File: src/hw/prot_seq_pkg.sv
// Constants, types and register map of the protection reaction sequencer
// What this block does
// - Gate off within 1/512 half period
// - Half period fixed or measured, by sync
// - Latch holds until supply off reset
// - Auto-restart waits configured restart delay
// - Fast auto-restart waits fixed 0.4 s
// - HV cell keeps supply between lockouts
// - Stop never restarts by itself
// - One discharge pulse of configured width
// - Wait for supply recharge, open length
// - Precheck with gate on, then startup, regulated
// - Fault while running restarts whole sequence
// - Debug forces stop, except supply lockout
// - Status code shows last protection, 0040 input UV
// - Status code 0000 when nothing triggered
// - Output OV reaction selectable auto or latch
// - Output UV own enable, selectable reaction
// - Output UV blanking 5 to 1000 ms
// - Supply OV reaction selectable latch or auto
// - Separate input OV and UV enables
// - Enable gates input protections in burst
// - Empty parameter store raises stop protection
package prot_seq_pkg;
	localparam int CLK_HZ = 50000000;
	localparam int HALF_FIXED_NS = 9823000;
	localparam int HALF_FIXED_CYC = HALF_FIXED_NS / (1000000000 / CLK_HZ);
	localparam int MS_CYC = CLK_HZ / 1000;
	localparam int FAST_RESTART_MS = 400;
	localparam int GATE_OFF_DIV_LOG2 = 9;

	localparam logic [7:0] REG_CTRL = 8'h00;
	localparam logic [7:0] REG_RESTART = 8'h04;
	localparam logic [7:0] REG_UV_BLANK = 8'h08;
	localparam logic [7:0] REG_PULSE = 8'h0C;
	localparam logic [7:0] REG_STATUS = 8'h10;
	localparam logic [7:0] REG_HALF = 8'h14;

	localparam logic [11:0] RESTART_MIN_MS = 12'h190;
	localparam logic [11:0] RESTART_MAX_MS = 12'hFA0;
	localparam logic [11:0] RESTART_RST_MS = 12'h4B0;
	localparam logic [11:0] UV_BLANK_MIN_MS = 12'h005;
	localparam logic [11:0] UV_BLANK_MAX_MS = 12'h3E8;
	localparam logic [11:0] UV_BLANK_RST_MS = 12'h1F4;
	localparam logic [15:0] PULSE_RST_CYC = 16'h0032;

	// Trigger source indices; lower index wins on a tie
	localparam int N_PROT = 9;
	localparam int P_OUT_OV = 0;
	localparam int P_OUT_UV = 1;
	localparam int P_SUP_OV = 2;
	localparam int P_IN_UV = 3;
	localparam int P_IN_OV = 4;
	localparam int P_MISC = 5;
	localparam int P_ADC_WD = 6;
	localparam int P_CRC = 7;
	localparam int P_EMPTY = 8;

	typedef enum logic [1:0] {
		REACT_LATCH, REACT_AUTO, REACT_FAST, REACT_STOP
	} react_e;

	typedef enum logic [3:0] {
		ST_PRECHECK, ST_STARTUP, ST_REGULATED, ST_SHUTDOWN, ST_LATCH,
		ST_WAIT, ST_PULSE, ST_RECHARGE, ST_STOP
	} state_e;

	typedef struct packed {
		logic burst_input_protect_enable;
		logic input_uv_enable;
		logic input_ov_enable;
		logic supply_ov_reaction_select;
		logic output_uv_reaction_select;
		logic output_uv_enable;
		logic output_ov_reaction_select;
		logic debug_stop_mode;
	} ctrl_s;

	// Latch select bits are 1 for latch, 0 for auto-restart
	localparam ctrl_s CTRL_RST = 8'hF4;

	typedef struct packed {
		logic param_store_empty;
		logic crc_fail;
		logic adc_watchdog;
		logic misc_auto;
		logic input_ov;
		logic input_uv;
		logic supply_ov;
		logic output_uv_raw;
		logic output_ov;
	} prot_in_s;

	function automatic logic [15:0] prot_code(input logic [3:0] idx);
		case (idx)
			4'h0: prot_code = 16'h0010;
			4'h1: prot_code = 16'h0020;
			4'h2: prot_code = 16'h0030;
			4'h3: prot_code = 16'h0040;
			4'h4: prot_code = 16'h0041;
			4'h5: prot_code = 16'h0050;
			4'h6: prot_code = 16'h0060;
			4'h7: prot_code = 16'h0070;
			default: prot_code = 16'h0080;
		endcase
	endfunction : prot_code
endpackage : prot_seq_pkg

File: src/hw/ms_interval_timer.sv
// Millisecond up-counter that runs while enabled and flags reaching a limit
module ms_interval_timer #(
	parameter int CYC_PER_MS = prot_seq_pkg::MS_CYC
) (
	input wire logic clk,
	input wire logic rst,
	input wire logic run,
	input wire logic [11:0] limit_ms,
	output logic [11:0] elapsed_ms,
	output logic expired
);
	initial begin
		if (CYC_PER_MS < 1 || CYC_PER_MS > 1048575) begin
			$error("ms_interval_timer: CYC_PER_MS out of range");
		end
	end

	logic [19:0] div_r;
	logic [11:0] ms_r;

	// Dropping run restarts from zero, so every wait is a full interval
	always_ff @(posedge clk or posedge rst) begin
		if (rst) begin
			div_r <= 20'h00000;
			ms_r <= 12'h000;
		end else if (!run) begin
			div_r <= 20'h00000;
			ms_r <= 12'h000;
		end else if (div_r == 20'(CYC_PER_MS - 1)) begin
			div_r <= 20'h00000;
			if (!expired) begin
				ms_r <= ms_r + 12'h001;
			end
		end else begin
			div_r <= div_r + 20'h00001;
		end
	end

	assign elapsed_ms = ms_r;
	assign expired = run && (ms_r >= limit_ms);
endmodule : ms_interval_timer

File: src/hw/prot_first_picker.sv
// Picks the lowest-index active trigger among the protection requests
module prot_first_picker #(
	parameter int N = prot_seq_pkg::N_PROT
) (
	input wire logic [N-1:0] req,
	output logic any,
	output logic [3:0] idx
);
	initial begin
		if (N < 1 || N > 16) begin
			$error("prot_first_picker: N must be 1 to 16");
		end
	end

	logic [N-1:0] lower_free;

	genvar g;
	generate
		for (g = 0; g < N; g++) begin : g_chain
			if (g == 0) begin : g_first
				assign lower_free[g] = 1'b1;
			end else begin : g_rest
				assign lower_free[g] = lower_free[g-1] && !req[g-1];
			end
		end
	endgenerate

	always_comb begin
		idx = 4'h0;
		for (int i = N - 1; i >= 0; i--) begin
			if (req[i] && lower_free[i]) begin
				idx = 4'(i);
			end
		end
	end

	assign any = |req;
endmodule : prot_first_picker

File: src/hw/prot_reaction_seq.sv
// Protection reaction sequencer with AHB-Lite configuration and status
//
// Design decisions made here: the register offsets and the AHB-Lite slave port.
module prot_reaction_seq #(
	parameter int CYC_PER_MS = prot_seq_pkg::MS_CYC,
	parameter int HALF_FIXED = prot_seq_pkg::HALF_FIXED_CYC
) (
	input wire logic clk,
	input wire logic rst,
	input wire logic hsel,
	input wire logic [31:0] haddr,
	input wire logic [1:0] htrans,
	input wire logic hwrite,
	input wire logic [2:0] hsize,
	input wire logic [31:0] hwdata,
	input wire logic hready,
	output logic [31:0] hrdata,
	output logic hreadyout,
	output logic hresp,
	input wire prot_seq_pkg::prot_in_s prot_in,
	input wire logic burst_operation,
	input wire logic line_sync_ok,
	input wire logic [19:0] line_period_cyc,
	input wire logic below_lower_lockout,
	input wire logic above_upper_lockout,
	input wire logic recharge_done,
	input wire logic precheck_ok,
	input wire logic startup_done,
	output logic gate_on,
	output logic discharge_pulse,
	output logic hv_cell_on,
	output logic latched,
	output logic stopped,
	output logic regulated
);
	initial begin
		if (HALF_FIXED < 512 || HALF_FIXED > 1048575) begin
			$error("prot_reaction_seq: HALF_FIXED out of range");
		end
	end

	prot_seq_pkg::ctrl_s ctrl_r;
	logic [11:0] restart_ms_r;
	logic [11:0] uv_blank_r;
	logic [15:0] pulse_w_r;
	logic [15:0] code_r;
	logic [19:0] half_r;
	prot_seq_pkg::state_e state_r, state_nxt;
	prot_seq_pkg::react_e react_r, react_sel;
	logic [15:0] pulse_cnt_r;
	logic wr_pend_r;
	logic [7:0] wr_addr_r;
	logic [8:0] req;
	logic any_req, running, accept;
	logic [3:0] pick_idx;
	logic uv_run, uv_expired, wait_run, wait_expired;
	logic [11:0] wait_limit, wait_ms;
	logic in_prot_ok;

	// Bus: zero wait state, always OKAY
	logic addr_ok;
	assign addr_ok = hsel && htrans[1] && hready;

	always_ff @(posedge clk or posedge rst) begin
		if (rst) begin
			wr_pend_r <= 1'b0;
			wr_addr_r <= 8'h00;
		end else begin
			wr_pend_r <= addr_ok && hwrite;
			wr_addr_r <= haddr[7:0];
		end
	end

	// Read data captured at the address phase edge
	always_ff @(posedge clk or posedge rst) begin
		if (rst) begin
			hrdata <= 32'h00000000;
		end else if (addr_ok && !hwrite) begin
			case ({haddr[7:2], 2'b00})
				prot_seq_pkg::REG_CTRL: hrdata <= {24'h000000, ctrl_r};
				prot_seq_pkg::REG_RESTART: hrdata <= {20'h00000, restart_ms_r};
				prot_seq_pkg::REG_UV_BLANK: hrdata <= {20'h00000, uv_blank_r};
				prot_seq_pkg::REG_PULSE: hrdata <= {16'h0000, pulse_w_r};
				prot_seq_pkg::REG_STATUS:
					hrdata <= {12'h000, state_r, code_r};
				prot_seq_pkg::REG_HALF: hrdata <= {12'h000, half_r};
				default: hrdata <= 32'h00000000;
			endcase
		end
	end

	always_ff @(posedge clk or posedge rst) begin
		if (rst) begin
			hreadyout <= 1'b0;
			hresp <= 1'b0;
		end else begin
			hreadyout <= 1'b1;
			hresp <= 1'b0;
		end
	end

	// Configuration writes; out-of-range times are clamped to the limits
	always_ff @(posedge clk or posedge rst) begin
		if (rst) begin
			ctrl_r <= prot_seq_pkg::CTRL_RST;
			restart_ms_r <= prot_seq_pkg::RESTART_RST_MS;
			uv_blank_r <= prot_seq_pkg::UV_BLANK_RST_MS;
			pulse_w_r <= prot_seq_pkg::PULSE_RST_CYC;
		end else if (wr_pend_r) begin
			case ({wr_addr_r[7:2], 2'b00})
				prot_seq_pkg::REG_CTRL:
					ctrl_r <= hwdata[7:0];
				prot_seq_pkg::REG_RESTART:
					if (hwdata[11:0] < prot_seq_pkg::RESTART_MIN_MS)
						restart_ms_r <= prot_seq_pkg::RESTART_MIN_MS;
					else if (hwdata[11:0] > prot_seq_pkg::RESTART_MAX_MS
						|| hwdata[31:12] != 20'h00000)
						restart_ms_r <= prot_seq_pkg::RESTART_MAX_MS;
					else
						restart_ms_r <= hwdata[11:0];
				prot_seq_pkg::REG_UV_BLANK:
					if (hwdata[11:0] < prot_seq_pkg::UV_BLANK_MIN_MS)
						uv_blank_r <= prot_seq_pkg::UV_BLANK_MIN_MS;
					else if (hwdata[11:0] > prot_seq_pkg::UV_BLANK_MAX_MS
						|| hwdata[31:12] != 20'h00000)
						uv_blank_r <= prot_seq_pkg::UV_BLANK_MAX_MS;
					else
						uv_blank_r <= hwdata[11:0];
				prot_seq_pkg::REG_PULSE:
					pulse_w_r <= (hwdata[15:0] == 16'h0000) ? 16'h0001 : hwdata[15:0];
				default: ;
			endcase
		end
	end

	// Timing base: measured period only once line sync holds
	always_ff @(posedge clk or posedge rst) begin
		if (rst) begin
			half_r <= 20'(HALF_FIXED);
		end else begin
			half_r <= line_sync_ok ? line_period_cyc : 20'(HALF_FIXED);
		end
	end

	// Trigger qualification
	assign running = (state_r == prot_seq_pkg::ST_PRECHECK)
		|| (state_r == prot_seq_pkg::ST_STARTUP)
		|| (state_r == prot_seq_pkg::ST_REGULATED);
	assign in_prot_ok = !burst_operation
		|| ctrl_r.burst_input_protect_enable;
	assign uv_run = prot_in.output_uv_raw && ctrl_r.output_uv_enable
		&& (state_r == prot_seq_pkg::ST_REGULATED);

	ms_interval_timer #(.CYC_PER_MS(CYC_PER_MS)) u_uv_blank (
		.clk(clk),
		.rst(rst),
		.run(uv_run),
		.limit_ms(uv_blank_r),
		.elapsed_ms(),
		.expired(uv_expired)
	);

	always_comb begin
		req = 9'h000;
		req[prot_seq_pkg::P_OUT_OV] = prot_in.output_ov;
		req[prot_seq_pkg::P_OUT_UV] = uv_expired;
		req[prot_seq_pkg::P_SUP_OV] = prot_in.supply_ov;
		req[prot_seq_pkg::P_IN_UV] = prot_in.input_uv
			&& ctrl_r.input_uv_enable && in_prot_ok;
		req[prot_seq_pkg::P_IN_OV] = prot_in.input_ov
			&& ctrl_r.input_ov_enable && in_prot_ok;
		req[prot_seq_pkg::P_MISC] = prot_in.misc_auto;
		req[prot_seq_pkg::P_ADC_WD] = prot_in.adc_watchdog;
		req[prot_seq_pkg::P_CRC] = prot_in.crc_fail;
		req[prot_seq_pkg::P_EMPTY] = prot_in.param_store_empty;
	end

	prot_first_picker #(.N(prot_seq_pkg::N_PROT)) u_pick (
		.req(req),
		.any(any_req),
		.idx(pick_idx)
	);

	// Later triggers are ignored outside the running states
	assign accept = running && any_req;

	always_comb begin
		case (pick_idx)
			4'h0: react_sel = ctrl_r.output_ov_reaction_select ?
				prot_seq_pkg::REACT_LATCH : prot_seq_pkg::REACT_AUTO;
			4'h1: react_sel = ctrl_r.output_uv_reaction_select ?
				prot_seq_pkg::REACT_LATCH : prot_seq_pkg::REACT_AUTO;
			4'h2: react_sel = ctrl_r.supply_ov_reaction_select ?
				prot_seq_pkg::REACT_LATCH : prot_seq_pkg::REACT_AUTO;
			4'h6: react_sel = prot_seq_pkg::REACT_FAST;
			4'h7: react_sel = prot_seq_pkg::REACT_STOP;
			4'h8: react_sel = prot_seq_pkg::REACT_STOP;
			default: react_sel = prot_seq_pkg::REACT_AUTO;
		endcase
		// Supply lockout acts as reset, so debug never reaches it
		if (ctrl_r.debug_stop_mode) begin
			react_sel = prot_seq_pkg::REACT_STOP;
		end
	end

	always_ff @(posedge clk or posedge rst) begin
		if (rst) begin
			react_r <= prot_seq_pkg::REACT_AUTO;
			code_r <= 16'h0000;
		end else if (accept) begin
			react_r <= react_sel;
			code_r <= prot_seq_pkg::prot_code(pick_idx);
		end
	end

	// Restart wait
	assign wait_run = (state_r == prot_seq_pkg::ST_WAIT);
	assign wait_limit = (react_r == prot_seq_pkg::REACT_FAST) ?
		12'(prot_seq_pkg::FAST_RESTART_MS) : restart_ms_r;

	ms_interval_timer #(.CYC_PER_MS(CYC_PER_MS)) u_wait (
		.clk(clk),
		.rst(rst),
		.run(wait_run),
		.limit_ms(wait_limit),
		.elapsed_ms(wait_ms),
		.expired(wait_expired)
	);

	always_comb begin
		state_nxt = state_r;
		case (state_r)
			prot_seq_pkg::ST_PRECHECK:
				if (accept) state_nxt = prot_seq_pkg::ST_SHUTDOWN;
				else if (precheck_ok) state_nxt = prot_seq_pkg::ST_STARTUP;
			prot_seq_pkg::ST_STARTUP:
				if (accept) state_nxt = prot_seq_pkg::ST_SHUTDOWN;
				else if (startup_done) state_nxt = prot_seq_pkg::ST_REGULATED;
			prot_seq_pkg::ST_REGULATED:
				if (accept) state_nxt = prot_seq_pkg::ST_SHUTDOWN;
			prot_seq_pkg::ST_SHUTDOWN:
				case (react_r)
					prot_seq_pkg::REACT_LATCH: state_nxt = prot_seq_pkg::ST_LATCH;
					prot_seq_pkg::REACT_STOP: state_nxt = prot_seq_pkg::ST_STOP;
					default: state_nxt = prot_seq_pkg::ST_WAIT;
				endcase
			prot_seq_pkg::ST_WAIT:
				if (wait_expired) state_nxt = prot_seq_pkg::ST_PULSE;
			prot_seq_pkg::ST_PULSE:
				if (pulse_cnt_r == pulse_w_r - 16'h0001)
					state_nxt = prot_seq_pkg::ST_RECHARGE;
			prot_seq_pkg::ST_RECHARGE:
				if (recharge_done) state_nxt = prot_seq_pkg::ST_PRECHECK;
			prot_seq_pkg::ST_LATCH: state_nxt = prot_seq_pkg::ST_LATCH;
			prot_seq_pkg::ST_STOP: state_nxt = prot_seq_pkg::ST_STOP;
			default: state_nxt = prot_seq_pkg::ST_SHUTDOWN;
		endcase
	end

	always_ff @(posedge clk or posedge rst) begin
		if (rst) begin
			state_r <= prot_seq_pkg::ST_PRECHECK;
		end else begin
			state_r <= state_nxt;
		end
	end

	always_ff @(posedge clk or posedge rst) begin
		if (rst) begin
			pulse_cnt_r <= 16'h0000;
		end else if (state_r == prot_seq_pkg::ST_PULSE) begin
			pulse_cnt_r <= pulse_cnt_r + 16'h0001;
		end else begin
			pulse_cnt_r <= 16'h0000;
		end
	end

	// Outputs follow the next state so the gate drops at the accept edge
	always_ff @(posedge clk or posedge rst) begin
		if (rst) begin
			gate_on <= 1'b0;
			discharge_pulse <= 1'b0;
			latched <= 1'b0;
			stopped <= 1'b0;
			regulated <= 1'b0;
		end else begin
			gate_on <= (state_nxt == prot_seq_pkg::ST_PRECHECK)
				|| (state_nxt == prot_seq_pkg::ST_STARTUP)
				|| (state_nxt == prot_seq_pkg::ST_REGULATED);
			discharge_pulse <= (state_nxt == prot_seq_pkg::ST_PULSE);
			latched <= (state_nxt == prot_seq_pkg::ST_LATCH);
			stopped <= (state_nxt == prot_seq_pkg::ST_STOP);
			regulated <= (state_nxt == prot_seq_pkg::ST_REGULATED);
		end
	end

	// HV cell hysteresis during holds; plain charge during recharge
	always_ff @(posedge clk or posedge rst) begin
		if (rst) begin
			hv_cell_on <= 1'b0;
		end else if (state_r == prot_seq_pkg::ST_LATCH
			|| state_r == prot_seq_pkg::ST_WAIT
			|| state_r == prot_seq_pkg::ST_PULSE) begin
			if (below_lower_lockout) hv_cell_on <= 1'b1;
			else if (above_upper_lockout) hv_cell_on <= 1'b0;
		end else if (state_r == prot_seq_pkg::ST_RECHARGE) begin
			hv_cell_on <= !recharge_done;
		end else begin
			hv_cell_on <= 1'b0;
		end
	end

	// Checks
	logic seen_r;
	always_ff @(posedge clk or posedge rst) begin
		if (rst) seen_r <= 1'b0;
		else if (accept) seen_r <= 1'b1;
	end

	a_gate_off_fast: assert property (@(posedge clk) disable iff (rst)
		accept |=> !gate_on && (half_r >> prot_seq_pkg::GATE_OFF_DIV_LOG2) >= 20'h1)
		else $error("gate not off after trigger");
	a_half_period_sel: assert property (@(posedge clk) disable iff (rst)
		##1 half_r == ($past(line_sync_ok) ? $past(line_period_cyc) : 20'(HALF_FIXED)))
		else $error("half period base wrong");
	a_latch_holds: assert property (@(posedge clk) disable iff (rst)
		state_r == prot_seq_pkg::ST_LATCH |=> (latched && !gate_on) [*8])
		else $error("latch left or gate on");
	a_wait_length: assert property (@(posedge clk) disable iff (rst)
		(wait_run && state_nxt != prot_seq_pkg::ST_WAIT) |-> wait_ms == wait_limit)
		else $error("restart wait length wrong");
	a_hv_low_on: assert property (@(posedge clk) disable iff (rst)
		(wait_run && below_lower_lockout) |=> hv_cell_on)
		else $error("hv cell not on below lockout");
	a_stop_holds: assert property (@(posedge clk) disable iff (rst)
		state_r == prot_seq_pkg::ST_STOP |=> stopped && !hv_cell_on && !gate_on)
		else $error("stop state left");
	a_pulse_width: assert property (@(posedge clk) disable iff (rst)
		$fell(discharge_pulse) |-> $past(pulse_cnt_r) == pulse_w_r - 16'h0001)
		else $error("discharge pulse width wrong");
	a_recharge_wait: assert property (@(posedge clk) disable iff (rst)
		(state_r == prot_seq_pkg::ST_RECHARGE && !recharge_done)
		|=> !gate_on && state_r == prot_seq_pkg::ST_RECHARGE)
		else $error("recharge skipped");
	a_startup_gate: assert property (@(posedge clk) disable iff (rst)
		(state_r == prot_seq_pkg::ST_PRECHECK && !accept && precheck_ok)
		|=> state_r == prot_seq_pkg::ST_STARTUP && gate_on)
		else $error("precheck pass not followed");
	a_rerun_fault: assert property (@(posedge clk) disable iff (rst)
		accept |=> state_r == prot_seq_pkg::ST_SHUTDOWN ##1 !gate_on)
		else $error("fault did not restart sequence");
	a_debug_stop: assert property (@(posedge clk) disable iff (rst)
		(accept && ctrl_r.debug_stop_mode) |=> ##1 state_r == prot_seq_pkg::ST_STOP)
		else $error("debug did not force stop");
	a_code_in_uv: assert property (@(posedge clk) disable iff (rst)
		(accept && pick_idx == 4'(prot_seq_pkg::P_IN_UV)) |=> code_r == 16'h0040)
		else $error("input uv code wrong");
	a_code_idle: assert property (@(posedge clk) disable iff (rst)
		!seen_r |-> code_r == 16'h0000)
		else $error("code nonzero before trigger");
	a_empty_stop: assert property (@(posedge clk) disable iff (rst)
		(accept && pick_idx == 4'(prot_seq_pkg::P_EMPTY))
		|=> ##1 state_r == prot_seq_pkg::ST_STOP)
		else $error("empty store not stop");

	c_auto_restart: cover property (@(posedge clk) disable iff (rst)
		state_r == prot_seq_pkg::ST_RECHARGE ##1 state_r == prot_seq_pkg::ST_PRECHECK);
	c_latch: cover property (@(posedge clk) disable iff (rst)
		state_r == prot_seq_pkg::ST_LATCH);
	c_regulated: cover property (@(posedge clk) disable iff (rst)
		regulated ##1 accept);
endmodule : prot_reaction_seq

File: config.mk
export PLATFORM = sky130hd
export DESIGN_NAME = prot_reaction_seq
export DESIGN_NICKNAME = d
export VERILOG_FILES = /design/src/hw/prot_seq_pkg.sv /design/src/hw/ms_interval_timer.sv /design/src/hw/prot_first_picker.sv /design/src/hw/prot_reaction_seq.sv
export SDC_FILE = /design/constraint.sdc
export NUM_CORES = 1
export LEC_CHECK = 0
export BUFFER_PORTS_ARGS = -buffer_cell sky130_fd_sc_hd__buf_4
export CAP_MARGIN = 0
export CORE_ASPECT_RATIO = 1.75
export CORE_UTILIZATION = 45
export DETAILED_ROUTE_END_ITERATION = 12
export GPL_ROUTABILITY_DRIVEN = 0
export GPL_TIMING_DRIVEN = 0
export PLACE_DENSITY_LB_ADDON = 0.12
export SYNTH_ARGS = -nofsm -noshare
export SYNTH_HDL_FRONTEND = slang
export SYNTH_SLANG_ARGS = --single-unit
File: constraint.sdc
create_clock -name clk -period 6.23 [get_ports clk]
set_input_delay 1.246 -clock clk [delete_from_list [all_inputs] [get_ports clk]]
set_output_delay 1.246 -clock clk [all_outputs]
set_load 0.03 [all_outputs]
# [After elaboration in Yosys (flattened, before gate mapping)]
# Memories as Yosys holds them, arrays and structs flattened.
# Index checks and enable logic that the tools add are counted.
[word_totals] register_bits=218 rom_bits=32 inputBits=110 elab_cells=191 mem_count=1
[op_classes] n_addsub=6 n_lt_le_gt_ge=6 n_eq_ne=36 muxes=48 reduce_logical=64
[memory_table] memory="(no name shown)" depth=8 word_bits=4 rd=1 rd_clocked_by_memory_dff=0 wr=0 line="prot_seq_pkg.sv:95" rtl="case (idx)"
[op_table] op="$mux 12" count=11
[op_table] op="$pmux 20 s6" count=1
[op_table] op="$mux 20" count=5
[op_table] op="$mux 4" count=17
[op_table] op="$mux 16" count=3
[op_table] op="$add 20x1->20 const B" count=2
[op_table] op="$eq 20x16->1 const B" count=2
[op_table] op="$pmux 4 s9" count=1
[op_table] op="$eq 4x3->1 const B" count=8
[op_table] op="$logic_and 1x1->1" count=28
[op_table] op="$add 12x1->12 const B" count=2
[op_table] op="$eq 6x2->1 const B" count=4
[op_table] op="$ge 12x12->1" count=2
[op_table] op="$reduce_bool 20->1" count=1
[op_table] op="$add 16x1->16 const B" count=1
[op_table] op="$eq 16x16->1" count=1
[op_table] op="$eq 4x2->1 const B" count=4
[op_table] op="$logic_not 16->1" count=1
[op_table] op="$sub 16x1->16 const B" count=1
[op_table] op="$eq 4x1->1 const B" count=3
[op_table] op="$eq 4x4->1 const B" count=3
[op_table] op="$eq 6x1->1 const B" count=2
[op_table] op="$eq 6x3->1 const B" count=2
[op_table] op="$gt 12x10->1 const B" count=1
[op_table] op="18 further kinds" count=54

# [Logic depth before layout (Yosys ltp)]
# Gate-level depths: netlist of run 1.
[depth] depth_word=25 depth_mapped=14

# [Hierarchy]
# A second synthesis of run 1 with hierarchy kept.
[hier_totals] cells_unflattened=1096 hier_area_um2=10532.6
[by_module_without_submodules] module="prot_reaction_seq" instances=1 cells_per_inst=664 area_each_um2=6638.9 seq_area_each_um2=3268.1
[by_module_without_submodules] module="ms_interval_timer (u_wait)" instances=1 cells_per_inst=206 area_each_um2=1904.3 seq_area_each_um2=800.8
[by_module_without_submodules] module="ms_interval_timer (u_uv_blank)" instances=1 cells_per_inst=211 area_each_um2=1889.3 seq_area_each_um2=800.8
[by_module_without_submodules] module="prot_first_picker" instances=1 cells_per_inst=15 area_each_um2=100.1 seq_area_each_um2=0.0

# [Least setup slack after synthesis of run 1]
# Ideal clock, no wire load.
[synth_path] path_type="input -> register" startpoint="input prot_in[1] in the netlist's numbering" endpoint="register react_r[0]" setup_ps=81 t_arrival_ps=3001 setup_slack_ps=3149 stages=9 path_buffers=1 cell_sequence="nand4_1 -> o21ba_1 -> buf_6 -> a211o_1 -> inv_1 -> ha_1 -> or3_1 -> mux2_4 -> a32oi_1"
[synth_between] elab_chain_cells=25 elab_cells_between_ends=39
[synth_lines] element="start, declared" line="prot_reaction_seq.sv:20" rtl="input wire prot_seq_pkg::prot_in_s prot_in,"
[synth_lines] element="$logic_and 1x1->1 (*)" line="prot_reaction_seq.sv:151" rtl="assign uv_run = prot_in.output_uv_raw && ctrl_r.output_uv_enable"
[synth_lines] element="$logic_and 1x1->1 (*)" line="prot_reaction_seq.sv:152" rtl="&& (state_r == prot_seq_pkg::ST_REGULATED);"
[synth_lines] element="$logic_and 1x1->1 (*)" line="ms_interval_timer.sv:40" rtl="assign expired = run && (ms_r >= limit_ms);"
[synth_lines] element="$logic_not 1->1" line="prot_first_picker.sv:23" rtl="assign lower_free[g] = lower_free[g-1] && !req[g-1];"
[synth_lines] element="$logic_and 1x1->1 (7 in a row)" line="prot_first_picker.sv:23"
[synth_lines] element="$logic_and 1x1->1" line="prot_first_picker.sv:31" rtl="if (req[i] && lower_free[i]) begin"
[synth_lines] element="$mux 4 (9 in a row)" line="prot_first_picker.sv:31"
[synth_lines] element="$eq 4x4->1 or $eq 4x3->1 (tied branches)" line="prot_reaction_seq.sv:188" rtl="case (pick_idx)"
[synth_lines] element="$reduce_or 2->1 (no line)"
[synth_lines] element="$pmux 2 s5" line="prot_reaction_seq.sv:188"
[synth_lines] element="$mux 2" line="prot_reaction_seq.sv:201" rtl="if (ctrl_r.debug_stop_mode) begin"
[synth_lines] element="end signal, assigned" line="prot_reaction_seq.sv:208" rtl="react_r <= prot_seq_pkg::REACT_AUTO;"
[synth_lines] element="end signal, assigned" line="prot_reaction_seq.sv:211" rtl="react_r <= react_sel;"
[synth_lines] element="end, declared" line="prot_reaction_seq.sv:49" rtl="prot_seq_pkg::react_e react_r, react_sel;"
# Every way passes the cells marked *; elsewhere a longest branch is shown, timed or not.
# A chain may end at the register's enable or synchronous reset.

# [Worst setup path in the final report of run 1]
[layout_path] startpoint="register u_uv_blank.ms_r[0] (netlist: u_uv_blank.elapsed_ms[0])" endpoint="register react_r[0]"
[layout_between] elab_chain_cells=24 elab_cells_between_ends=38
[layout_lines] element="start, declared" line="ms_interval_timer.sv:19" rtl="logic [11:0] ms_r;"
[layout_lines] element="start signal, assigned" line="ms_interval_timer.sv:32" rtl="ms_r <= ms_r + 12'h001;"
[layout_lines] element="$ge 12x12->1 (*)" line="ms_interval_timer.sv:40"
[layout_lines] element="$logic_and 1x1->1 (*)" line="ms_interval_timer.sv:40"
[layout_lines] element="$logic_not 1->1" line="prot_first_picker.sv:23"
[layout_lines] element="$logic_and 1x1->1 (7 in a row)" line="prot_first_picker.sv:23"
[layout_lines] element="$logic_and 1x1->1" line="prot_first_picker.sv:31"
[layout_lines] element="$mux 4 (9 in a row)" line="prot_first_picker.sv:31"
[layout_lines] element="$eq 4x4->1 or $eq 4x3->1 (tied branches)" line="prot_reaction_seq.sv:188"
[layout_lines] element="$reduce_or 2->1 (no line)"
[layout_lines] element="$pmux 2 s5" line="prot_reaction_seq.sv:188"
[layout_lines] element="$mux 2" line="prot_reaction_seq.sv:201"
# Marks and branches as above.

==> key figures, run 1 <==
Status
  – Status: complete, no violations

Timing
  – Final-report hold violation count: 0
  – Final Slew Violations: 0
  – Relative slew margins: 28.25%
  – Crit share post-route: 55.96%
  – Clock skew: 0.008683 ns
  – Setup violators final: 0
  – Achievable clock frequency: 286.9 MHz
  – Tightest Pin Transition: 1.066 ns
  – RSZ-0062 raised after global routing: false
  – Setup WS post-layout: 2.744 ns
  – Setup TNS: 0 ns
  – Min Tclk post-route: 3.486 ns

Clocking
  – H-tree depth: 4
  – Hold buffers post-CTS: 0
  – Root buf cell: clkbuf_16
  – Clock-pin slew on the worst setup and hold paths: 0.07 ns
  – CTS max path bufs: 2
  – Setup Fix Bufs, Post-CTS: 0
  – Cts bufs inserted: 17
  – Post-CTS sizing: 0
  – Sink Count: 193
  – Clock latency on the worst-skew pair: 0.45 ns
  – CTS tree: done

Floorplan
  – Core Area: 0.02265 mm2
  – Die area: 0.02372 mm2
  – Initial Util: 45.85%
  – IO Pins: 150
  – Die height: 203.0 um
  – Die X: 116.8 um
  – Floorplan row count: 73

Placed design
  – Placed Cells: 1475
  – Post-placement setup slack: 2.310 ns
  – Number of port buffers: 103
  – DPL Wire Length: 21230 um
  – DP Area: 0.01168 mm2

Synth
  – Post-synthesis cell area: 0.01039 mm2
  – Primary FF master, synth: dfrtp_1
  – Syn Inst Count: 1055
  – FFs w/ async S/R, synth: 100.0%
  – Post-synth EDFFs: 0
  – Syn. warnings: 0
  – Yosys reg bits: 193
  – Synth cell types: 78
  – Seq/Total Area, Yosys: 46.89%
  – Avg Synthesized Cell Area: 9.845 um2

Critical path
  – Crit. Startpoint: u_uv_blank.elapsed_ms[0]$_DFFE_PP0P_
  – RR Startpoint: u_uv_blank.elapsed_ms[0]$_DFFE_PP0P_
  – Levels on crit path: 13
  – Slowest cell on crit path: dfrtp_1
  – Crit-path cells: inv_1 > ha_1 > nand2b_4 > a2111oi_4 > o31ai_1 > o21ba_1 > buf_6 > o21bai_1 > inv_1 > ha_1 > or2_2 > mux2_4 > a32oi_1
  – Worst setup path end: react_r[0]$_DFFE_PP1P_
  – Crit path capture type: register
  – Crit path DAT: 3.85 ns
  – Worst Path Required: 6.59 ns
  – R2R Setup Slk: 2.74 ns
  – Reg2reg path depth: 13
  – Buf/Inv on CP: 3
  – Crit-path max FO: 9
  – Crit path max-delay family: compound AO/OA/AOI/OAI gates
  – Worst flop-to-flop path endpoint: react_r[0]$_DFFE_PP1P_
  – Slowest stage delay, CP: 0.51 ns
  – CP Launch Type: register
  – Crit Path Category: reg -> reg

Drt
  – Post-route DRC: 0
  – WL final: 27190 um
  – Wire length per cell: 18.04 um
  – Vias: 8135
  – Final ANT Viol Nets: 0
  – Drt pass-1 iters: 6
  – Vias per Instance: 5.398
  – Initial DRC Count: 449

Pwr
  – Switch Pwr: 892.9 uW
  – Worst VDD drop: 0.0001622 V
  – Clock share of power: 36.1%
  – LEAKAGE: 0.005528 uW
  – Cell Pwr Density: 248.7 mW/mm2
  – Comb pwr share: 18.7%
  – Switching part of the total power: 29.26%
  – Total Power: 3052 uW
  – P_int: 2159 uW
  – Seq pwr share: 45.2%

Finish
  – Share of cells above drive strength 1: 20.38%
  – Post-route cell area: 0.01227 mm2
  – # nets final: 1341
  – Final Non-Filler Cells: 1507
  – Area grow syn2layout: 18.17%
  – Antenna diodes: 0
  – Most frequent cells in the layout: dfrtp_1, nor2_1, buf_4
  – Most common cell after layout, fill and taps aside: dfrtp_1

GRT
  – Initial antenna violation count: 0
  – Largest net degree at the start of global routing: 42
  – Total congestion overflow: 0
  – Global-route wire length before repair: 43300 um
  – Vias in the first global route: 8246
  – Global Route Usage Sum: 24.52%

Min path
  – Worst Hold Class: reg -> reg

Run
  – Max-Cap Viols: 0
through the flow:
stage | hold slack, ns | util, %
after floorplan | 0.4244 | -
after global placement | 0.4365 | 51.14
final | 0.4610 | 54.18
after detailed placement | 0.4490 | 51.58
after CTS | 0.4581 | 54.18
after global routing | 0.4986 | 54.18
power groups by stage:
stage	Clock [uW]	Sequential, uW	Combinational (uW)
2_1_floorplan	0	1410	357
3_3_place_gp	0	1400	563
3_5_place_dp	0	1400	576
4_1_cts	1120	1380	578
5_1_grt	1170	1390	630
6_report	1100	1380	569
registers in the layout (all words and copies together), names as in the netlist, 2 cells and up:
name,cells
u_wait.div_r,20
react_r,2
hrdata,20
restart_ms_r,12
half_r,20
u_wait.elapsed_ms,12
wr_addr_r,6
pulse_cnt_r,16
code_r,5
pulse_w_r,16
ctrl_r,8
uv_blank_r,12
u_uv_blank.elapsed_ms,12
state_r,4
u_uv_blank.div_r,20
cell families (layout without fill, tap and decap cells):
group,count (synthesis),in the layout,synth area share (%)
compound gates,183,183,12.08
xor+xnor,87,87,7.336
fa+ha+maj,37,37,4.457
buf+inv,93,233,4.060
flops,193,193,46.89
mux,48,48,5.168
other cells,2,14,0.07231
simple gates,412,412,19.94
final cells by class:
| class | count | area, um2 |
|---|---|---|
| timing repair buffer | 108 | 873.3 |
| multi-input combinational | 781 | 5140 |
| inverter | 38 | 146.4 |
| clock buffer | 20 | 456.7 |
| buffer | 55 | 279.0 |
| fill | 2123 | 10380 |
| sequential | 193 | 4870 |
| clock inverter | 12 | 132.6 |
| tap | 300 | 375.4 |
cell usage after synthesis (all sizes together), types with 31 or more instances:
library cell	instances	area, um2
dfrtp	161	4029
nor2	120	450.4
nand2	97	364.1
o21ai	71	355.3
xor2	54	473.0
inv	38	142.6
ha	37	462.9
a21oi	34	173.9
xnor2	33	289.0
dfstp	32	840.8
mux2	32	364.1
nand2b	32	207.7
clkbuf	31	116.4
layer usage:
| layer | wire length [um] | track usage, % |
|---|---|---|
| met1 | 10360 | 27.12 |
| met2 | 14840 | 44.40 |
| met3 | 808 | 4.090 |
| met4 | 1180 | 11.89 |
| met5 | 0 | 0 |
how the worst min path moves through the flow:
stage                                             start                       endpoint  slack (ns)  cells past startpoint
after floorplan           u_uv_blank.div_r[0]$_DFF_PP0_  u_uv_blank.div_r[0]$_DFF_PP0_        0.42                      1
after global placement    u_uv_blank.div_r[0]$_DFF_PP0_  u_uv_blank.div_r[0]$_DFF_PP0_        0.44                      1
after detailed placement  u_uv_blank.div_r[0]$_DFF_PP0_  u_uv_blank.div_r[0]$_DFF_PP0_        0.45                      1
after CTS                 u_uv_blank.div_r[0]$_DFF_PP0_  u_uv_blank.div_r[0]$_DFF_PP0_        0.46                      1
after global routing          u_wait.div_r[0]$_DFF_PP0_      u_wait.div_r[0]$_DFF_PP0_        0.50                      1
final                     u_uv_blank.div_r[0]$_DFF_PP0_  u_uv_blank.div_r[0]$_DFF_PP0_        0.46                      1
No activity file was read; power rests on OpenSTA's default activity.
==> run 2, diff against run 1 <==
==> constraint.sdc (replaced) <==
create_clock -name clk -period 2.9 [get_ports clk]
set_input_delay 0.58 -clock clk [delete_from_list [all_inputs] [get_ports clk]]
set_output_delay 0.58 -clock clk [all_outputs]
set_load 0.03 [all_outputs]
==> key figures, run 2 (synthesis results as in run 1) <==
Floorplan
  – Core Area: 0.02265 mm2
  – Floorplan row count: 73
  – Die area: 0.02372 mm2
  – Die height: 203.0 um
  – IO Pins: 150
  – Die X: 116.8 um
  – Initial Util: 45.85%

Drt
  – Initial DRC Count: 452
  – Drt pass-1 iters: 5
  – Post-route DRC: 0
  – Wire length per cell: 18.13 um
  – Final ANT Viol Nets: 0
  – Vias per Instance: 5.433
  – WL final: 27610 um
  – Vias: 8275

GRT
  – Largest net degree at the start of global routing: 42
  – Global-route wire length before repair: 43420 um
  – Total congestion overflow: 0
  – Vias in the first global route: 8416
  – Global Route Usage Sum: 24.53%
  – Initial antenna violation count: 0

Clocking
  – CTS tree: done
  – Clock latency on the worst-skew pair: 0.45 ns
  – Root buf cell: clkbuf_16
  – Cts bufs inserted: 17
  – Sink Count: 193
  – Clock-pin slew on the worst setup and hold paths: 0.07 ns
  – CTS max path bufs: 2
  – H-tree depth: 4
  – Hold buffers post-CTS: 0

Placed design
  – DPL Wire Length: 21250 um
  – Post-placement setup slack: -0.4495 ns
  – Number of port buffers: 103

Finish
  – Most frequent cells in the layout: dfrtp_1, buf_4, nor2_1
  – Most common cell after layout, fill and taps aside: dfrtp_1
  – Antenna diodes: 0
  – Share of cells above drive strength 1: 23.88%
  – Layout Utilization: 55.65%
  – Area grow syn2layout: 21.36%
  – Sequential cell area: 0.004873 mm2
  – Filler Cell Count: 2126
  – # nets final: 1357
  – Area of the multi-input gates: 0.005329 mm2

Critical path
  – Worst Path Required: 3.26 ns
  – Reg2reg path depth: 11
  – Crit path capture type: register
  – Crit Path Category: reg -> reg
  – Crit path DAT: 3.35 ns
  – CP Launch Type: register
  – Crit-path max FO: 4

Timing
  – Clock skew: 0.01364 ns
  – Crit share post-route: 102.9%
  – Setup violators final: 1
  – Setup TNS: -0.08317 ns
  – Relative slew margins: 29.88%
  – Hold slack: 0.1013 ns
  – RSZ-0062 raised after global routing: true
  – Achievable clock frequency: 335.2 MHz
  – Final Slew Violations: 0
  – Tightest Pin Transition: 1.043 ns
  – Min Tclk post-route: 2.983 ns
  – Final-report hold violation count: 0
  – Setup WS post-layout: -0.08317 ns

Pwr
  – LEAKAGE: 0.005607 uW
  – Worst VDD drop: 0.0003726 V
  – Cell Pwr Density: 526.8 mW/mm2
  – Total Power: 6640 uW

Run
  – Max-Cap Viols: 0

Status
  – Failing checks: setup timing
  – Status: finished with violations

Min path
  – Worst Hold Class: in -> async
[run 2: cell types whose count changed in the layout (fill, tap and decap cells not counted), sizes merged]
cell / delta
inv: -1
buf: +17
[run 2: final timing paths]
check / slack, ns / endpoint / from
max reg2reg: -0.08 / react_r[0]$_DFFE_PP1P_ / uv_blank_r[2]$_DFFE_PP1P_
min reg2reg: 0.48 / u_uv_blank.div_r[0]$_DFF_PP0_ / u_uv_blank.div_r[0]$_DFF_PP0_
min: 0.10 / pulse_w_r[13]$_DFFE_PP0P_ / rst
max in group asynchronous: 1.70 / ctrl_r[6]$_DFFE_PP1P_ / rst
min in group clk: 0.27 / wr_addr_r[4]$_DFF_PP0_ / haddr[4]
max: -0.08 / react_r[0]$_DFFE_PP1P_ / uv_blank_r[2]$_DFFE_PP1P_
[run 2: area by class of cell]
| type | instances | area share, % |
|---|---|---|
| multi-input cells | 781 | 42.28 |
| flip-flops and latches | 193 | 38.66 |
| repair buffers | 126 | 8.001 |
| clock buffers | 21 | 3.812 |
| well taps | 300 | 2.978 |
| plain buffers | 53 | 2.094 |
| inverters | 38 | 1.161 |
| clock inverters | 11 | 1.013 |
[run 2: stage by stage]
stage          area [um2]  std cells
4_1_cts             12420       1515
3_3_place_gp        11590       1470
5_1_grt             12600       1523
2_1_floorplan       10440       1067
3_5_place_dp        11690       1475
6_report            12600       1523
[run 2: timing repair]
action	4_1_cts	5_1_grt
setup buffers	9	9
pin swaps	11	16
setup endpoints to repair	23	24
gates resized for setup	16	27
hold endpoints to repair	0	0
[run 2: critical path, stage by stage (launching register included)]
cell	delay, ns
dfstp_2	0.54
inv_2	0.05
ha_4	0.20
o21a_1	0.18
o211ai_1	0.29
o31ai_4	0.12
o21ba_4	0.24
a211o_4	0.30
ha_4	0.16
or3_4	0.36
mux2_4	0.26
a32oi_1	0.19
[run 2: where the power goes]
part	switching [uW]	internal [uW]	leakage (uW)
registers	112	2860	0.00248
logic	768	490	0.00283
clock network	1050	1370	0.000292
[run 2: per-layer routing]
metal | vias to the layer above | track usage (%) | routed length, um
li1 | 3975 | - | -
met1 | 4066 | 26.50 | 10370
met2 | 166 | 44.89 | 15160
met3 | 68 | 3.701 | 725
met4 | 0 | 12.93 | 1353
met5 | - | 0 | 0
==> run 3, diff against run 2 <==
--- a/config.mk
+++ b/config.mk
@@ -12,7 +12,7 @@
 export DETAILED_ROUTE_END_ITERATION = 12
 export GPL_ROUTABILITY_DRIVEN = 0
 export GPL_TIMING_DRIVEN = 0
-export PLACE_DENSITY_LB_ADDON = 0.12
+export PLACE_DENSITY_LB_ADDON = 0.1
 export SYNTH_ARGS = -nofsm -noshare
 export SYNTH_HDL_FRONTEND = slang
 export SYNTH_SLANG_ARGS = --single-unit
==> key figures, run 3 (synthesis results as in run 1) <==
Critical path
  – Crit-path max FO: 3
  – R2R Setup Slk: -0.09 ns
  – Worst Path Required: 3.26 ns
  – Worst flop-to-flop path endpoint: react_r[0]$_DFFE_PP1P_
  – CP Launch Type: register
  – Crit path DAT: 3.35 ns
  – RR Startpoint: uv_blank_r[8]$_DFFE_PP1P_
  – Crit Path Category: reg -> reg
  – Reg2reg path depth: 13
  – Crit path capture type: register

Finish
  – Layout Utilization: 56.12%
  – Most common cell after layout, fill and taps aside: dfrtp_1
  – Area of the multi-input gates: 0.005355 mm2
  – # nets final: 1366
  – Filler Cell Count: 2079
  – Sequential cell area: 0.004872 mm2
  – Share of cells above drive strength 1: 24.70%
  – Most frequent cells in the layout: dfrtp_1, buf_4, nor2_1
  – Final Non-Filler Cells: 1531
  – Antenna diodes: 0
  – Area grow syn2layout: 22.39%

Drt
  – Vias: 8282
  – Drt pass-1 iters: 7
  – WL final: 27660 um
  – Initial DRC Count: 349
  – Vias per Instance: 5.410
  – Post-route DRC: 0
  – Wire length per cell: 18.07 um
  – Final ANT Viol Nets: 0

GRT
  – Largest net degree at the start of global routing: 43
  – Initial antenna violation count: 0
  – Vias in the first global route: 8297
  – GR Layer Usage met2: 46.01%
  – Met1 Use GR: 25.92%
  – Global-route wire length before repair: 43510 um
  – Total congestion overflow: 0
  – Global Route Usage Sum: 24.53%
  – GR met3 Demand/Resource: 3.522%
  – Global routing's busiest layer: met2

Run
  – Max-Cap Viols: 0

Pwr
  – Cell Pwr Density: 525.3 mW/mm2
  – Comb pwr share: 19.2%
  – Switch Pwr: 1944 uW
  – LEAKAGE: 0.005650 uW
  – Switching part of the total power: 29.11%
  – Worst VDD drop: 0.0003284 V
  – Seq pwr share: 44.4%
  – Clock share of power: 36.3%
  – P_int: 4734 uW

Placed design
  – DPL Wire Length: 21190 um
  – Number of port buffers: 103
  – Placed Cells: 1475

Timing
  – Setup violators final: 1
  – Relative slew margins: 31.67%
  – Min Tclk post-route: 2.990 ns
  – Final-report hold violation count: 0
  – Final Slew Violations: 0
  – Achievable clock frequency: 334.5 MHz
  – Crit share post-route: 103.1%
  – Clock skew: 0.01116 ns
  – RSZ-0062 raised after global routing: true
  – Tightest Pin Transition: 1.016 ns
  – Setup WS post-layout: -0.08953 ns

Floorplan
  – Die X: 116.8 um
  – Die height: 203.0 um
  – Core Area: 0.02265 mm2
  – IO Pins: 150
  – Initial Util: 45.85%
  – Floorplan row count: 73
  – Die area: 0.02372 mm2

Clocking
  – Root buf cell: clkbuf_16
  – Clock-pin slew on the worst setup and hold paths: 0.07 ns
  – Hold buffers post-CTS: 0
  – Sink Count: 193
  – Clock latency on the worst-skew pair: 0.45 ns
  – H-tree depth: 4
  – CTS tree: done
  – CTS max path bufs: 2
  – Cts bufs inserted: 17

Min path
  – Worst Hold Class: in -> async

Status
  – Status: finished with violations
  – Failing checks: setup timing
run 3: cell count changes in the layout (fill, tap and decap cells not counted), moves of 2 or more:
cell      before  now
buf_4        135  139
buf_6          1    4
clkbuf_8       4    1
ha_1          30   27
a211oi_2       1    3
ha_4           4    6
run 3: worst max-delay path, cell delays in order (launching register included):
cell and delay [ns]:
dfstp_2 0.55, inv_2 0.05, ha_4 0.24, and4_4 0.23, nand3_4 0.09, o31ai_4 0.28
o21ba_4 0.21, buf_12 0.11, o21bai_4 0.06, buf_6 0.14, ha_4 0.15, or3_1 0.34
mux2_4 0.26, a32oi_1 0.20
run 3: final cells by class:
class | count | area share, %
buffer | 53 | 2.077
clock buffer | 19 | 3.484
clock inverter | 12 | 1.250
inverter | 38 | 1.152
multi-input combinational | 781 | 42.13
sequential | 193 | 38.33
tap | 300 | 2.953
timing repair buffer | 135 | 8.632
run 3: worst max path at each step:
stage                                          from                        endpoint  slack, ns
final                     uv_blank_r[8]$_DFFE_PP1P_          react_r[0]$_DFFE_PP1P_      -0.09
after global routing      uv_blank_r[8]$_DFFE_PP1P_          react_r[0]$_DFFE_PP1P_      -0.15
after CTS                 uv_blank_r[8]$_DFFE_PP1P_          react_r[0]$_DFFE_PP1P_      -0.14
after detailed placement       state_r[1]$_DFF_PP0_          react_r[0]$_DFFE_PP1P_      -0.43
after global placement                          rst  u_uv_blank.div_r[13]$_DFF_PP0_      -1.42
after floorplan                                 rst           code_r[0]$_DFFE_PP0P_      -0.14
run 3: power groups by stage:
stage | clock (uW) | sequential (uW) | combinational (uW)
after detailed placement | 0 | 3010 | 1230
after floorplan | 0 | 3030 | 767
after global placement | 0 | 3010 | 1210
after global routing | 2590 | 2980 | 1410
after CTS | 2480 | 2960 | 1250
final | 2430 | 2970 | 1290
run 3: per-stage QoR:
stage | total power (uW) | worst slack, ns | area, um2 | setup TNS (ns) | hold WS [ns]
floorplan | 3801 | -0.1443 | 10440 | -23.23 | 0.4244
global placement | 4222 | -1.425 | 11590 | -244.15 | 0.4505
detailed placement | 4242 | -0.4321 | 11690 | -3.704 | 0.4540
CTS | 6695 | -0.1353 | 12430 | -0.1372 | 0.1717
global route | 6990 | -0.1488 | 12710 | -1.076 | 0.1849
finish | 6678 | -0.08953 | 12710 | -0.08953 | 0.1769
run 3: timing repair:
action | 4_1_cts | 5_1_grt
buffers inserted | 11 | 16
pin swaps | 12 | 18
resized for setup | 16 | 32
setup endpoints to repair | 23 | 24
run 3: layer usage:
layer / share of wire [%] / vias to the layer above
met2: 56 / 144
li1: - / 3999
met3: 2.4 / 62
met4: 4.1 / 0
met1: 37 / 4077
met5: 0 / -
